<file path="src/common/esq_map.vh">
`ifndef ESQ_MAP_VH
`define ESQ_MAP_VH
// Printed offsets are not word multiples: byte address = 4 * index
`define ESQ_IDX_L1_INSTR 12'hE55
`define ESQ_IDX_L1_ADDR_A 12'hE56
`define ESQ_IDX_L1_ADDR_B 12'hE57
`define ESQ_IDX_L2_INSTR 12'hE58
`define ESQ_IDX_L2_ADDR_A 12'hE59
`define ESQ_IDX_L2_ADDR_B 12'hE5A
`define ESQ_IDX_L3_INSTR 12'hE5B
`define ESQ_IDX_L3_ADDR_A 12'hE5C
`define ESQ_IDX_L3_ADDR_B 12'hE5D
`define ESQ_IDX_CTRL 12'hE70
`define ESQ_IDX_STATUS 12'hE71
`define ESQ_IDX_PTR 12'hE72
`define ESQ_RST_INSTR 8'h04
`define ESQ_RST_L1_ADDR 16'h0A40
`define ESQ_RST_L2_ADDR 16'h0A60
`define ESQ_RST_L3_ADDR 16'h0A80
`define ESQ_OP_END 8'hFF
`define ESQ_OP_PAUSE 8'hFE
`define ESQ_CRC_BYTES 3'h4
`define ESQ_CTRL_START 0
`define ESQ_STAT_BUSY 0
`define ESQ_STAT_DONE 1
`endif

</file>
<file path="src/rtl/esq_save_ctrl.v">
// The Wishbone register port is this design's own decision.
`timescale 1ns/1ps
`include "esq_map.vh"
module esq_save_ctrl #(
   parameter PTR_W = 16
) (
   // Clock and reset
   input wire clk_i,
   input wire rst_i,
   // Wishbone slave
   input wire wb_cyc_i,
   input wire wb_stb_i,
   input wire wb_we_i,
   input wire [15:0] wb_adr_i,
   input wire [3:0] wb_sel_i,
   input wire [31:0] wb_dat_i,
   output reg [31:0] wb_dat_o,
   output reg wb_ack_o,
   // Register-map read port
   output reg [15:0] map_adr_o,
   output reg map_rd_o,
   input wire [7:0] map_dat_i,
   // EEPROM byte write port
   output reg ee_wr_o,
   output reg [PTR_W-1:0] ee_adr_o,
   output reg [7:0] ee_dat_o,
   input wire ee_rdy_i,
   // CRC byte supply
   input wire [7:0] crc_dat_i,
   output wire crc_clr_o
);

   localparam [7:0] S_IDLE = 8'h01;
   localparam [7:0] S_FETCH = 8'h02;
   localparam [7:0] S_INSTR = 8'h04;
   localparam [7:0] S_ADDR = 8'h08;
   localparam [7:0] S_RDMAP = 8'h10;
   localparam [7:0] S_COPY = 8'h20;
   localparam [7:0] S_CRC = 8'h40;
   localparam [7:0] S_SPARE = 8'h80;

   reg [7:0] state_q;
   reg [7:0] state_d;
   reg [3:0] idx_q;
   reg [3:0] idx_d;
   reg [7:0] instr_q;
   reg [7:0] instr_d;
   reg [15:0] src_q;
   reg [15:0] src_d;
   reg [8:0] left_q;
   reg [8:0] left_d;
   reg [1:0] sub_q;
   reg [1:0] sub_d;
   reg [2:0] crc_q;
   reg [2:0] crc_d;
   reg [PTR_W-1:0] ptr_q;
   reg [PTR_W-1:0] ptr_d;
   reg done_q;
   reg done_d;
   reg [7:0] map_q;
   reg [7:0] map_d;
   reg have_q;
   reg have_d;
   reg map_vld_q;
   reg start_q;
   reg [31:0] rd_dat_d;
   // Next values of the registered outputs
   reg ee_wr_d;
   reg [PTR_W-1:0] ee_adr_d;
   reg [7:0] ee_dat_d;
   reg map_rd_d;
   reg [15:0] map_adr_d;

   wire [15:0] rst_adr [0:2];
   wire [7:0] list_w [0:8];
   wire [11:0] widx = wb_adr_i[13:2];
   wire req = wb_cyc_i & wb_stb_i & ~wb_ack_o;
   wire wr_req = req & wb_we_i & wb_sel_i[0];
   wire [11:0] list_off = widx - `ESQ_IDX_L1_INSTR;
   wire [15:0] wr_dec = 16'h0001 << list_off[3:0];
   wire in_list = (widx >= `ESQ_IDX_L1_INSTR) && (widx <= `ESQ_IDX_L3_ADDR_B);
   wire busy = (state_q != S_IDLE);
   // Past the last entry nothing is stored: fetch reads as end
   wire [7:0] cur_byte = (idx_q < 4'd9) ? list_w[idx_q] : `ESQ_OP_END;
   wire is_stop = (instr_q == `ESQ_OP_END) || (instr_q == `ESQ_OP_PAUSE);

   assign crc_clr_o = start_q;

   assign rst_adr[0] = `ESQ_RST_L1_ADDR;
   assign rst_adr[1] = `ESQ_RST_L2_ADDR;
   assign rst_adr[2] = `ESQ_RST_L3_ADDR;

   // One byte per list slot; the list is frozen while the walk runs
   genvar g;
   generate
      for (g = 0; g < 9; g = g + 1) begin : g_slot
         wire [15:0] dflt_adr;
         wire [7:0] dflt;
         reg [7:0] slot_q;
         assign dflt_adr = rst_adr[g / 3];
         // Slot order in an entry: count, address high, address low
         assign dflt = (g % 3 == 0) ? `ESQ_RST_INSTR :
            ((g % 3 == 1) ? dflt_adr[15:8] : dflt_adr[7:0]);
         assign list_w[g] = slot_q;
         always @(posedge clk_i) begin
            if (rst_i) begin
               slot_q <= dflt;
            end else if (wr_req && in_list && !busy && wr_dec[g]) begin
               slot_q <= wb_dat_i[7:0];
            end
         end
      end
   endgenerate

   // Unmapped indices read as zero
   always @* begin
      rd_dat_d = 32'h0000_0000;
      if (in_list) begin
         rd_dat_d = {24'h000000, list_w[list_off[3:0]]};
      end else if (widx == `ESQ_IDX_STATUS) begin
         rd_dat_d = {30'h0, done_q, busy};
      end else if (widx == `ESQ_IDX_PTR) begin
         rd_dat_d = {{(32-PTR_W){1'b0}}, ptr_q};
      end
   end

   always @(posedge clk_i) begin
      if (rst_i) begin
         wb_ack_o <= 1'b0;
         wb_dat_o <= 32'h0000_0000;
         start_q <= 1'b0;
      end else begin
         wb_ack_o <= req;
         start_q <= wr_req && (widx == `ESQ_IDX_CTRL) && wb_dat_i[`ESQ_CTRL_START] && !busy;
         if (req) begin
            wb_dat_o <= rd_dat_d;
         end
      end
   end

   // Sequencer walk, next-state part
   always @* begin
      state_d = state_q;
      idx_d = idx_q;
      instr_d = instr_q;
      src_d = src_q;
      left_d = left_q;
      sub_d = sub_q;
      crc_d = crc_q;
      ptr_d = ptr_q;
      done_d = done_q;
      // Map data stands one cycle only; keep it if the EEPROM stalls
      map_d = map_vld_q ? map_dat_i : map_q;
      have_d = have_q | map_vld_q;
      ee_wr_d = 1'b0;
      ee_adr_d = ee_adr_o;
      ee_dat_d = ee_dat_o;
      map_rd_d = 1'b0;
      map_adr_d = map_adr_o;
      case (state_q)
         S_IDLE: begin
            if (start_q) begin
               done_d = 1'b0;
               idx_d = 4'h0;
               state_d = S_FETCH;
            end
         end

         S_FETCH: begin
            instr_d = cur_byte;
            idx_d = idx_q + 4'h1;
            left_d = {1'b0, cur_byte} + 9'h001;
            sub_d = 2'h0;
            state_d = S_INSTR;
         end

         S_INSTR: begin
            if (ee_rdy_i) begin
               ee_wr_d = 1'b1;
               ee_adr_d = ptr_q;
               ee_dat_d = instr_q;
               ptr_d = ptr_q + 1'b1;
               crc_d = 3'h0;
               state_d = is_stop ? S_CRC : S_ADDR;
            end
         end

         S_ADDR: begin
            if (ee_rdy_i) begin
               ee_wr_d = 1'b1;
               ee_adr_d = ptr_q;
               ee_dat_d = cur_byte;
               ptr_d = ptr_q + 1'b1;
               idx_d = idx_q + 4'h1;
               if (sub_q == 2'h0) begin
                  src_d[15:8] = cur_byte;
                  sub_d = 2'h1;
               end else begin
                  src_d[7:0] = cur_byte;
                  state_d = S_RDMAP;
               end
            end
         end

         S_RDMAP: begin
            map_rd_d = 1'b1;
            map_adr_d = src_q;
            have_d = 1'b0;
            state_d = S_COPY;
         end

         S_COPY: begin
            // Map data is valid in the cycle after the read strobe
            if (ee_rdy_i && (map_vld_q || have_q)) begin
               ee_wr_d = 1'b1;
               ee_adr_d = ptr_q;
               ee_dat_d = map_d;
               ptr_d = ptr_q + 1'b1;
               src_d = src_q + 16'h0001;
               left_d = left_q - 9'h001;
               have_d = 1'b0;
               state_d = (left_q == 9'h001) ? S_FETCH : S_RDMAP;
            end
         end

         S_CRC: begin
            if (ee_rdy_i) begin
               ee_wr_d = 1'b1;
               ee_adr_d = ptr_q;
               ee_dat_d = crc_dat_i;
               crc_d = crc_q + 3'h1;
               if (crc_q == `ESQ_CRC_BYTES - 3'h1) begin
                  // End rewinds for a fresh profile, pause stacks the next one
                  ptr_d = (instr_q == `ESQ_OP_END) ? {PTR_W{1'b0}} : ptr_q + 1'b1;
                  done_d = 1'b1;
                  state_d = S_IDLE;
               end else begin
                  ptr_d = ptr_q + 1'b1;
               end
            end
         end

         default: begin
            state_d = S_IDLE;
         end
      endcase
   end

   // Sequencer walk, state registers
   always @(posedge clk_i) begin
      if (rst_i) begin
         state_q <= S_IDLE;
         idx_q <= 4'h0;
         instr_q <= 8'h00;
         src_q <= 16'h0000;
         left_q <= 9'h000;
         sub_q <= 2'h0;
         crc_q <= 3'h0;
         ptr_q <= {PTR_W{1'b0}};
         done_q <= 1'b0;
         map_q <= 8'h00;
         have_q <= 1'b0;
      end else begin
         state_q <= state_d;
         idx_q <= idx_d;
         instr_q <= instr_d;
         src_q <= src_d;
         left_q <= left_d;
         sub_q <= sub_d;
         crc_q <= crc_d;
         ptr_q <= ptr_d;
         done_q <= done_d;
         map_q <= map_d;
         have_q <= have_d;
      end
   end

   // EEPROM byte write port
   always @(posedge clk_i) begin
      if (rst_i) begin
         ee_wr_o <= 1'b0;
         ee_adr_o <= {PTR_W{1'b0}};
         ee_dat_o <= 8'h00;
      end else begin
         ee_wr_o <= ee_wr_d;
         ee_adr_o <= ee_adr_d;
         ee_dat_o <= ee_dat_d;
      end
   end

   // Register-map read port; map_vld_q marks the cycle the data stands
   always @(posedge clk_i) begin
      if (rst_i) begin
         map_rd_o <= 1'b0;
         map_adr_o <= 16'h0000;
         map_vld_q <= 1'b0;
      end else begin
         map_rd_o <= map_rd_d;
         map_adr_o <= map_adr_d;
         map_vld_q <= map_rd_o;
      end
   end

endmodule

</file>
<file path="config.mk">
export PLATFORM = sky130hd
export DESIGN_NAME = esq_save_ctrl
export DESIGN_NICKNAME = d
export VERILOG_FILES = /design/src/rtl/esq_save_ctrl.v
export VERILOG_INCLUDE_DIRS = /design/src /design/src/common
export SDC_FILE = /design/constraint.sdc
export NUM_CORES = 1
export LEC_CHECK = 0
export ABC_CLOCK_PERIOD_IN_PS = 3300
export BUFFER_PORTS_ARGS = -buffer_cell sky130_fd_sc_hd__buf_2
export CORE_ASPECT_RATIO = 0.8
export CORE_MARGIN = 5
export CORE_UTILIZATION = 40
export DETAILED_ROUTE_END_ITERATION = 12
export PLACE_DENSITY = 0.72
export SLEW_MARGIN = 10
export SYNTH_ARGS = -nofsm -noshare
export SYNTH_HDL_FRONTEND = slang
export SYNTH_SLANG_ARGS = --single-unit
</file>
<file path="constraint.sdc">
create_clock -name clk_i -period 3.3 [get_ports clk_i]
set_input_delay 0.66 -clock clk_i [delete_from_list [all_inputs] [get_ports clk_i]]
set_output_delay 0.66 -clock clk_i [all_outputs]
set_load 0.02 [all_outputs]
</file>
* Yosys cells after proc, flatten, opt, wreduce, memory -nomap -nowiden
Index checks and enable logic that the tools add are counted.
Word-level totals: flip-flop bits (word level) 225, bits of input ports 74, output and inout bits 76
Cells by class: add/sub/neg operators 7, magnitude comparators 5, equality and inequality tests 25, shift-type cells 1, mux-type cells 61, bitwise logic cells 8, reductions and logical operators 42
Operators by type and width (number):
- $mux 16 | 12
- $mux 8 | 19
- $bmux 8 s4 | 2
- $pmux 16 s2 | 2
- $pmux 8 s7 | 1
- $pmux 16 s3 | 1
- $eq 12x12->1 const B | 3
- $add 16x1->16 const B | 2
- $pmux 8 s4 | 1
- $pmux 9 s2 | 1
- $eq 8x8->1 const B | 2
- $logic_and 1x1->1 | 16
- $ne 2x2->1 const B | 8
- $reduce_and 4->1 | 4
- $ge 12x12->1 const B | 1
- $le 12x12->1 const B | 1
- $pmux 4 s3 | 1
- $reduce_and 3->1 | 4
- $reduce_bool 2->1 | 6
- $ge 5x5->1 const B | 2
- $not 4->5 | 2
- $add 8x1->9 const B | 1
- $eq 9x1->1 const B | 1
- $mux 9 | 1
- 38 further kinds | 55

* Logic depth before layout (Yosys ltp)
Gate-level depths: netlist of the first run.
word-level depth 8, depth in mapped cells 12, gate-level depth less buffers 10

* Worst setup path after synthesis of the first run
No wires, ideal clock.
path kind input -> register, start input wb_adr_i[2], end register wb_dat_o[5], arrival time 3.343 ns, required time 3.168 ns, slack -0.175 ns, cell stages on the path 11, path through buf_2 clkbuf_1 inv_1 ha_1 clkbuf_1 clkbuf_1 mux4_2 a22oi_1 a21oi_1 a211oi_1 nor3_1
On the way: cells in the longest elaborated chain, start to end 6
Ends and longest elaborated chain:
- start, declared | line esq_save_ctrl.v:14 | input wire [15:0] wb_adr_i,
- $sub 4x3->4 (no line)
- $not 4->5 (not written as such) | line esq_save_ctrl.v:119 | rd_dat_d = {24'h000000, list_w[list_off[3:0]]};
- $bmux 8 s4 | line esq_save_ctrl.v:119
- $mux 8 (not written as such) (2 in a row) | line esq_save_ctrl.v:119
- $mux 16 * | line esq_save_ctrl.v:118 | if (in_list) begin
- end signal, assigned | line esq_save_ctrl.v:136 | wb_dat_o <= rd_dat_d;
- end, declared | line esq_save_ctrl.v:17 | output reg [31:0] wb_dat_o,
Every way passes the cells marked *; elsewhere a longest branch is shown, timed or not. The select of a mux whose other input is x is not followed. A chain may end at the register's enable or synchronous reset.

* Final worst setup path of the first run
start register state_q[0], end register g_slot[6].slot_q[2]
On the way: cells in the longest elaborated chain, start to end 4
Ends and longest elaborated chain:
- start, declared | line esq_save_ctrl.v:42 | reg [7:0] state_q;
- start signal, assigned | line esq_save_ctrl.v:264 | state_q <= state_d;
- $ne 8x1->1 | line esq_save_ctrl.v:82 | wire busy = (state_q != S_IDLE);
- $logic_not 1->1 | line esq_save_ctrl.v:108 | end else if (wr_req && in_list && !busy && wr_dec[g]) begin
- $logic_and 1x1->1 (2 in a row) | line esq_save_ctrl.v:108
- end signal, assigned | line esq_save_ctrl.v:107 | slot_q <= dflt;
- end signal, assigned | line esq_save_ctrl.v:109 | slot_q <= wb_dat_i[7:0];
- end, declared | line esq_save_ctrl.v:99 | reg [7:0] slot_q;
Every way passes these cells.

==> impl_results.md, run 1 <==
* HP Start: map_dat_i[1]
* Hold path cells at 3
* Core area at 25200 µm²
* Die area at 28900 µm²
* PwrDens at 462 nW/µm²
* Leakage at 4.60 nW
* Max-slew violations at 0
* Vias in the first global route at 8430
* Diodes inserted at 0
* Layout fillers at 2403
* Area share of the largest cell type after synthesis at 0.405
* Synth Area in XOR/XNOR at 0.0180
* Fin crit period at 3.01 ns
* Post-synthesis sequential area ratio at 0.405
* Finished Layout Cells at 1590
* Antenna violations before repair at 1
* Final Total Pwr at 5.45 mW
* Area leader, netlist: dfxtp_1
* Via count at 8987
* Reg2reg start: state_q[0]$_SDFFE_PP1P_
* CP required at 3.70 ns
* Worst r2r path cells at 6
* Share of cells above drive strength 1 at 0.182
* Hold Vio Cnt, Final at 0
* Sw Share at 0.247
* Internal power at 4.10 mW
* CTS Buffer Depth at 3
* Final ANT Viol Nets at 0
* # setup viols final at 0
* Post-CTS Hold Fix Bufs at 0
* Achievable Freq at 332 MHz
* Period utilisation layout at 0.912
* Initial Util at 0.405
* H-tree levels at 1
* Worst-Skew Late Latency at 0.51 ns
* Crit path capture type: register
* Nets@finish at 1340
* Worst slew pin tran at 1.02 ns
* Clk sinks at 207
* Slew headroom at 0.317
* Syn avg cell area at 8.76 µm²
* Die W at 189 µm
* Core Rows at 52
* HP Class: in2reg
* Share of total power in combinational logic at 0.092
* Syn Inst Count at 1168
* EDFF count, synth at 0
* Gr usage total at 0.184
* Sw Pwr at 1.35 mW
* Layout Skew at 0.00565 ns
* Wire length per cell at 17.6 µm
* Yosys warns at 0
* Post-synth top cells: 207 x dfxtp_1, 188 x nor2_1, 96 x nand2_1, 91 x mux2i_1, 86 x a21oi_1
* DR pass1 iterations at 5
* Flops & latches, synth at 207
* Clock power share at 0.442
* Routed wire length at 28000 µm
* Worst Path Arrival at 3.41 ns
* Vias per std cell at 5.65
* Peak VDD IR at 0.419 mV
* Crit path launch type: register
* CTS Buf Count at 22
* Sequential power share at 0.466
* Post-CTS setup buffers at 0
* # resized after CTS at 0
* Post-synth top flop: dfxtp_1
* Global-route wire length before repair at 44700 µm
* Synth unique cells at 62
* Root buf cell: clkbuf_16
* Post-synthesis simple-gate area fraction at 0.214
* Die height at 153 µm
* Hold worst-path end: map_q[1]$_SDFF_PP0_
* Cell with the most instances after synthesis: dfxtp_1
* CTS tree: yes
* R2R setup slack at 0.29 ns
* Worst Path Class, Setup: reg2reg
* Max Cap Viol at 0
* Worst-path fanout max at 9
* Final Wtd Congestion at 0.887
* RSZ-0062 raised after global routing: false
* FF-to-FF End: g_slot[6].slot_q[2]$_SDFFE_PP1P_
* Ports at 150
* Utilization after layout at 0.467
* Outcome: finished clean
* Mux cell area share after synthesis at 0.151
* Clock transition at path regs at 0.06 ns
* Cells after DPL at 1552
* Sum of negative setup slack at 0 ns
* Hpwl dp at 20000 µm
* Cell Area, Synth at 10200 µm²
* Pin count of the biggest net entering global routing at 77
* Initial DRC count at 922
* Asr flop ratio synth at 0
* IO buf count at 102
* Gr ovfl total at 0
* Largest family of logic cells by synthesized area: simple AND/OR/NAND/NOR gates
* Fraction of the mapped netlist area in adder cells at 0.0171
* Residual DRC at 0
* Synth Area in Compound Gates at 0.141
* Synth area leaders: dfxtp_1 41%, mux2i_1 8.9%, nor2_1 6.9%, mux4_2 5.5%, a21oi_1 4.2%
* Area grow syn2layout at 15.2%
-- kinds of logic after synthesis --
kind of cell,after synthesis
and+or+nand+nor,462
AOI/OAI and AO/OA,227
DFF,207
muxes,122
buffers and inverters,114
xor gates and xnor gates,21
adders and majority gates,14
other,1
-- how the worst max path moves through the flow --
stage                                        to  slack, ns  cells after the start               startpoint
6_report       g_slot[6].slot_q[2]$_SDFFE_PP1P_       0.29                      6  state_q[0]$_SDFFE_PP1P_
5_1_grt                  src_q[15]$_SDFFE_PP0P_        0.1                      6  state_q[0]$_SDFFE_PP1P_
4_1_cts                ee_dat_o[6]$_SDFFE_PP0P_       0.22                      6  state_q[0]$_SDFFE_PP1P_
3_5_place_dp           ee_dat_o[6]$_SDFFE_PP0P_       0.24                      6  state_q[0]$_SDFFE_PP1P_
3_3_place_gp   g_slot[6].slot_q[2]$_SDFFE_PP1P_       0.30                      9              wb_adr_i[2]
2_1_floorplan          wb_dat_o[5]$_SDFFE_PP0N_       0.11                     11              wb_adr_i[2]
-- worst max-delay path, cell delays in order, from the launching register on --
cell and delay, ns:
dfxtp_1 0.51, or3b_2 0.54, or4_4 0.56, nor3_4 0.31
and3_1 0.60, nor2b_1 0.11, a211o_1 0.28
-- cell type report --
class                           instances  area (µm²)  share of cell area
Clock buffer                           34         677              0.0575
Clock inverter                          4        22.5             0.00191
Inverter                               17        63.8             0.00542
Multi-Input combinational cell        862        5640               0.479
Sequential cell                       207        4140               0.352
Tap cell                              324         405              0.0344
Timing Repair Buffer                  142         830              0.0704
-- power by group through the flow --
stage	logic (mW)	clock network, mW	registers [mW]
floorplan	0.353	0	2.59
finish	0.500	2.41	2.54
global route	0.541	2.53	2.54
CTS	0.494	2.44	2.54
detailed placement	0.491	0	2.59
global placement	0.482	0	2.59
-- metrics by stage --
step | hold WS (ns) | cell area (µm²) | setup WS, ns
after detailed placement | 0.448 | 11100 | 0.239
after CTS | 0.414 | 11800 | 0.222
after global placement | 0.441 | 11100 | 0.299
after global routing | 0.449 | 11800 | 0.0974
final | 0.414 | 11800 | 0.289
after floorplan | 0.437 | 10300 | 0.113
-- routing by layer --
| layer | wire (µm) | global-route usage | up-vias |
|---|---|---|---|
| met5 | 13 | 0 | - |
| met4 | 479 | 0.0388 | 2 |
| met3 | 2470 | 0.0408 | 39 |
| met2 | 12300 | 0.286 | 343 |
| met1 | 12700 | 0.264 | 4285 |
| li1 | - | - | 4318 |
-- flip-flops by register name (all words and copies together), names as in the netlist, 3 cells and up --
name / flops
map_adr_o: 16
ptr_q: 16
idx_q: 4
state_q: 7
g_slot.slot_q: 72
ee_adr_o: 16
wb_dat_o: 16
instr_q: 8
map_q: 8
crc_q: 3
ee_dat_o: 8
left_q: 9
src_q: 16
-- cells in the final DEF, fill, tap and decap left out, types with 19 or more instances in the layout --
cell / Yosys / layout
xor2_1: 19 / 19
o21ai_0: 36 / 36
nor3_1: 33 / 32
buf_2: 8 / 101
a21oi_1: 86 / 86
buf_4: 19 / 39
nand3_1: 24 / 23
mux2i_1: 91 / 91
clkbuf_16: 0 / 23
dfxtp_1: 207 / 207
nor2_1: 188 / 188
nand2_1: 96 / 96
a211oi_1: 19 / 19
nand4_1: 19 / 19
mux4_2: 25 / 25
No activity file was read; power rests on OpenSTA's default activity.
==> run 2: changes to the inputs <==
--- a/config.mk
+++ b/config.mk
@@ -6,13 +6,15 @@
 export SDC_FILE = /design/constraint.sdc
 export NUM_CORES = 1
 export LEC_CHECK = 0
+export ABC_AREA = 1
 export ABC_CLOCK_PERIOD_IN_PS = 3300
 export BUFFER_PORTS_ARGS = -buffer_cell sky130_fd_sc_hd__buf_2
 export CORE_ASPECT_RATIO = 0.8
 export CORE_MARGIN = 5
 export CORE_UTILIZATION = 40
 export DETAILED_ROUTE_END_ITERATION = 12
-export PLACE_DENSITY = 0.72
+export PLACE_DENSITY_LB_ADDON = 0.2
+export SETUP_SLACK_MARGIN = 0.15
 export SLEW_MARGIN = 10
 export SYNTH_ARGS = -nofsm -noshare
 export SYNTH_HDL_FRONTEND = slang
==> impl_results.md, run 2 <==
* H-tree levels at 1 (unchanged)
* Pin count of the biggest net entering global routing at 54 (was 77)
* CTS Buf Count at 24 (was 22)
* Yosys warns at 0 (unchanged)
* Post-place setup slack at 0.392 ns (was 0.239 ns)
* Biggest register: g_slot.slot_q (unchanged)
* Worst Path Class, Setup: reg2reg (unchanged)
* Die area at 30300 µm² (was 28900 µm²)
* IO buf count at 102 (unchanged)
* Final worst slack at 0.656 ns (was 0.289 ns)
* RSZ-0062 raised after global routing: false (unchanged)
* Hpwl dp at 21800 µm (was 20000 µm)
* Vias in the first global route at 9322 (was 8430)
* Worst Path Arrival at 3.09 ns (was 3.41 ns)
* Max Cap Viol at 0 (unchanged)
* Slew headroom at 0.454 (was 0.317)
* Layout fillers at 2731 (was 2403)
* Peak VDD IR at 0.427 mV (was 0.419 mV)
* Clk sinks at 207 (unchanged)
* Max reg flops at 72 (unchanged)
* HP Class: in2reg (unchanged)
* Post-CTS Hold Fix Bufs at 0 (unchanged)
* Via count at 10300 (was 8987)
* Max-slew violations at 0 (unchanged)
* CP delay by family, top: simple AND/OR/NAND/NOR gates (unchanged)
* Synth Area in XOR/XNOR at 0.00989 (was 0.0180)
* M2 GR Usage at 0.299 (was 0.286)
* Hold Vio Cnt, Final at 0 (unchanged)
* Multi-input logic area at 5430 µm² (was 5640 µm²)
* Internal power at 4.97 mW (was 4.10 mW)
* Sequential power share at 0.356 (was 0.466)
* # resized after CTS at 0 (unchanged)
* Fin crit period at 2.64 ns (was 3.01 ns)
* Root buf cell: clkbuf_16 (unchanged)
* Residual DRC at 0 (unchanged)
* Antenna violations before repair at 0 (was 1)
* Sw Share at 0.343 (was 0.247)
* Worst slew pin tran at 0.817 ns (was 1.02 ns)
* Achievable Freq at 378 MHz (was 332 MHz)
* Ports at 150 (unchanged)
* Post-CTS setup buffers at 0 (unchanged)
* Die W at 193 µm (was 189 µm)
* Area share of the largest cell type after synthesis at 0.385 (was 0.405)
* Fraction of the mapped netlist area in adder cells at 0.0163 (was 0.0171)
* Worst-path fanout max at 50 (was 9)
* Syn Inst Count at 1531 (was 1168)
* Period utilisation layout at 0.801 (was 0.912)
* Final ANT Viol Nets at 0 (unchanged)
* Nets@finish at 1689 (was 1340)
* Routed wire length at 31300 µm (was 28000 µm)
* Wire length per cell at 15.9 µm (was 17.6 µm)
* Worst Path Buf+Inv at 3 (was 0)
* Worst-Skew Late Latency at 0.51 ns (about the same)
* Crit path launch type: register (unchanged)
* Share of cells above drive strength 1 at 0.132 (was 0.182)
* # setup viols final at 0 (unchanged)
* Layout Skew at 0.0161 ns (was 0.00565 ns)
* Most frequent CP cell: inv_2
* Leakage at 5.13 nW (was 4.60 nW)
* Core area at 26400 µm² (was 25200 µm²)
* Die height at 157 µm (was 153 µm)
* Synth Area in Compound Gates at 0.233 (was 0.141)
* Gr ovfl total at 0 (unchanged)
* Sum of negative setup slack at 0 ns (unchanged)
* EDFF count, synth at 0 (unchanged)
* Final Wtd Congestion at 0.854 (was 0.887)
* Sw Pwr at 2.59 mW (was 1.35 mW)
* Outcome: finished clean (unchanged)
* Area leader, netlist: dfxtp_1 (unchanged)
* CP Cell Sequence: nor2_4, nand2_4, inv_2, nand4_2, inv_2, nand2_1, nand2_2, nor2_4, inv_2, nand3b_1, o21ai_1, nand2_1, nor2_1 (was or3b_2, or4_4, nor3_4, and3_1, nor2b_1, a211o_1)
* Area grow syn2layout at 14.5% (was 15.2%)
* Utilization after layout at 0.467 (about the same)
* Initial Util at 0.407 (was 0.405)
* Mux cell area share after synthesis at 0.00745 (was 0.151)
* Cell Area, Synth at 10800 µm² (was 10200 µm²)
* Gr usage total at 0.198 (was 0.184)
* CP required at 3.75 ns (was 3.70 ns)
* Clock power share at 0.379 (was 0.442)
* Most frequent cells in the layout: 207 x dfxtp_1, 204 x nand2_1, 199 x o21ai_0 (was 207 x dfxtp_1, 188 x nor2_1, 101 x buf_2)
* Post-synthesis simple-gate area fraction at 0.233 (was 0.214)
* Register area at 4140 µm² (unchanged)
* Asr flop ratio synth at 0 (unchanged)
* DR pass1 iterations at 7 (was 5)
* Diodes inserted at 0 (unchanged)
* Post-synth top flop: dfxtp_1 (unchanged)
* Flops & latches, synth at 207 (unchanged)
* Global-route wire length before repair at 50300 µm (was 44700 µm)
* Final Total Pwr at 7.56 mW (was 5.45 mW)
* Clock transition at path regs at 0.06 ns (about the same)
* Crit path largest cell delay at 0.55 ns (was 0.60 ns)
* Core Rows at 53 (was 52)
* PwrDens at 614 nW/µm² (was 462 nW/µm²)
* CP max stage cell: inv_2 (was and3_1)
* Met3 Use GR at 0.0269 (was 0.0408)
* Initial DRC count at 794 (was 922)
* CTS Buffer Depth at 3 (unchanged)
* Cell with the most instances after synthesis: dfxtp_1 (unchanged)
* Post-synthesis sequential area ratio at 0.385 (was 0.405)
* Share of total power in combinational logic at 0.265 (was 0.092)
* Synth area leaders: dfxtp_1 39%, o21ai_0 9.3%, a21oi_1 8.6%, nand2_1 7.1%, inv_1 6.5% (was dfxtp_1 41%, mux2i_1 8.9%, nor2_1 6.9%, mux4_2 5.5%, a21oi_1 4.2%)
* Vias per std cell at 5.20 (was 5.65)
* Syn avg cell area at 7.02 µm² (was 8.76 µm²)
* Post-synth top cells: 207 x dfxtp_1, 204 x nand2_1, 199 x o21ai_0, 187 x inv_1, 184 x a21oi_1 (was 207 x dfxtp_1, 188 x nor2_1, 96 x nand2_1, 91 x mux2i_1, 86 x a21oi_1)
* Largest family of logic cells by synthesized area: simple AND/OR/NAND/NOR gates (unchanged)
* CTS tree: yes (unchanged)
* Most Crowded Layer GR: met1 (was met2)
* Crit path capture type: register (unchanged)
* Synth unique cells at 58 (was 62)
* Grt met1 use at 0.304 (was 0.264)
* Commonest non-fill, non-tap cell in the layout: dfxtp_1 (unchanged)
## run 2: cell count changes in the layout (fill, tap and decap cells not counted), sizes merged, moves of 44 or more
cell,before,now
nor2,189,145
o21ai,36,210
a21oi,86,185
inv,17,196
mux2i,91,8
nand2,96,214
nand3,27,113
## run 2: through the flow
step | instance area [µm²] | instances | hold slack [ns]
floorplan | 10800 | 1546 | 0.430
global placement | 11400 | 1932 | 0.445
detailed placement | 11400 | 1932 | 0.449
CTS | 12300 | 1975 | 0.393
global route | 12300 | 1975 | 0.408
finish | 12300 | 1975 | 0.408
## run 2: layout make-up
class / count / area share
multi-input combinational: 1046 / 0.441
sequential: 207 / 0.336
inverter: 200 / 0.0616
clock buffer: 35 / 0.0587
timing repair buffer: 122 / 0.0547
tap: 357 / 0.0363
clock inverter: 8 / 0.0116
## run 2: worst min-delay path, cell delays in order
cell and delay [ns]:
buf_2 0.08, mux2i_1 0.07, nor2_1 0.08
## run 2: cells by family (layout without fill, tap and decap cells)
group                    count (synthesis)  after routing
buffers and inverters                  293            365
multiplexers                             8              8
AO/OA/AOI/OAI                          460            460
other                                    1             16
XOR/XNOR                                10             10
adder cells (fa/ha/maj)                 14             14
AND/OR/NAND/NOR                        538            538
flip-flops                             207            207
## run 2: power by group through the flow
stage	logic, mW	registers (mW)	clock network [mW]
2_1_floorplan	1.35	2.77	0
3_3_place_gp	1.95	2.74	0
3_5_place_dp	1.97	2.75	0
4_1_cts	1.98	2.69	2.92
5_1_grt	2.21	2.70	3.03
6_report	2.00	2.69	2.87
## run 2: path summary, 6_finish.rpt
kind         cells after the start                     end  slack, ns                     from
max                             13  ptr_q[14]$_SDFFE_PP0P_       0.66  state_q[6]$_SDFFE_PP0P_
min                              3     map_q[4]$_SDFF_PP0_       0.41             map_dat_i[4]
max reg2reg                     13  ptr_q[14]$_SDFFE_PP0P_       0.66  state_q[6]$_SDFFE_PP0P_
min reg2reg                      2     done_q$_SDFFE_PP0P_       0.46      done_q$_SDFFE_PP0P_
## run 2: layer usage
| layer | part of all wire | routed length [µm] |
|---|---|---|
| met4 | 0.015 | 465 |
| met3 | 0.057 | 1780 |
| met1 | 0.51 | 15900 |
| met2 | 0.42 | 13200 |
| met5 | 0 | 0 |
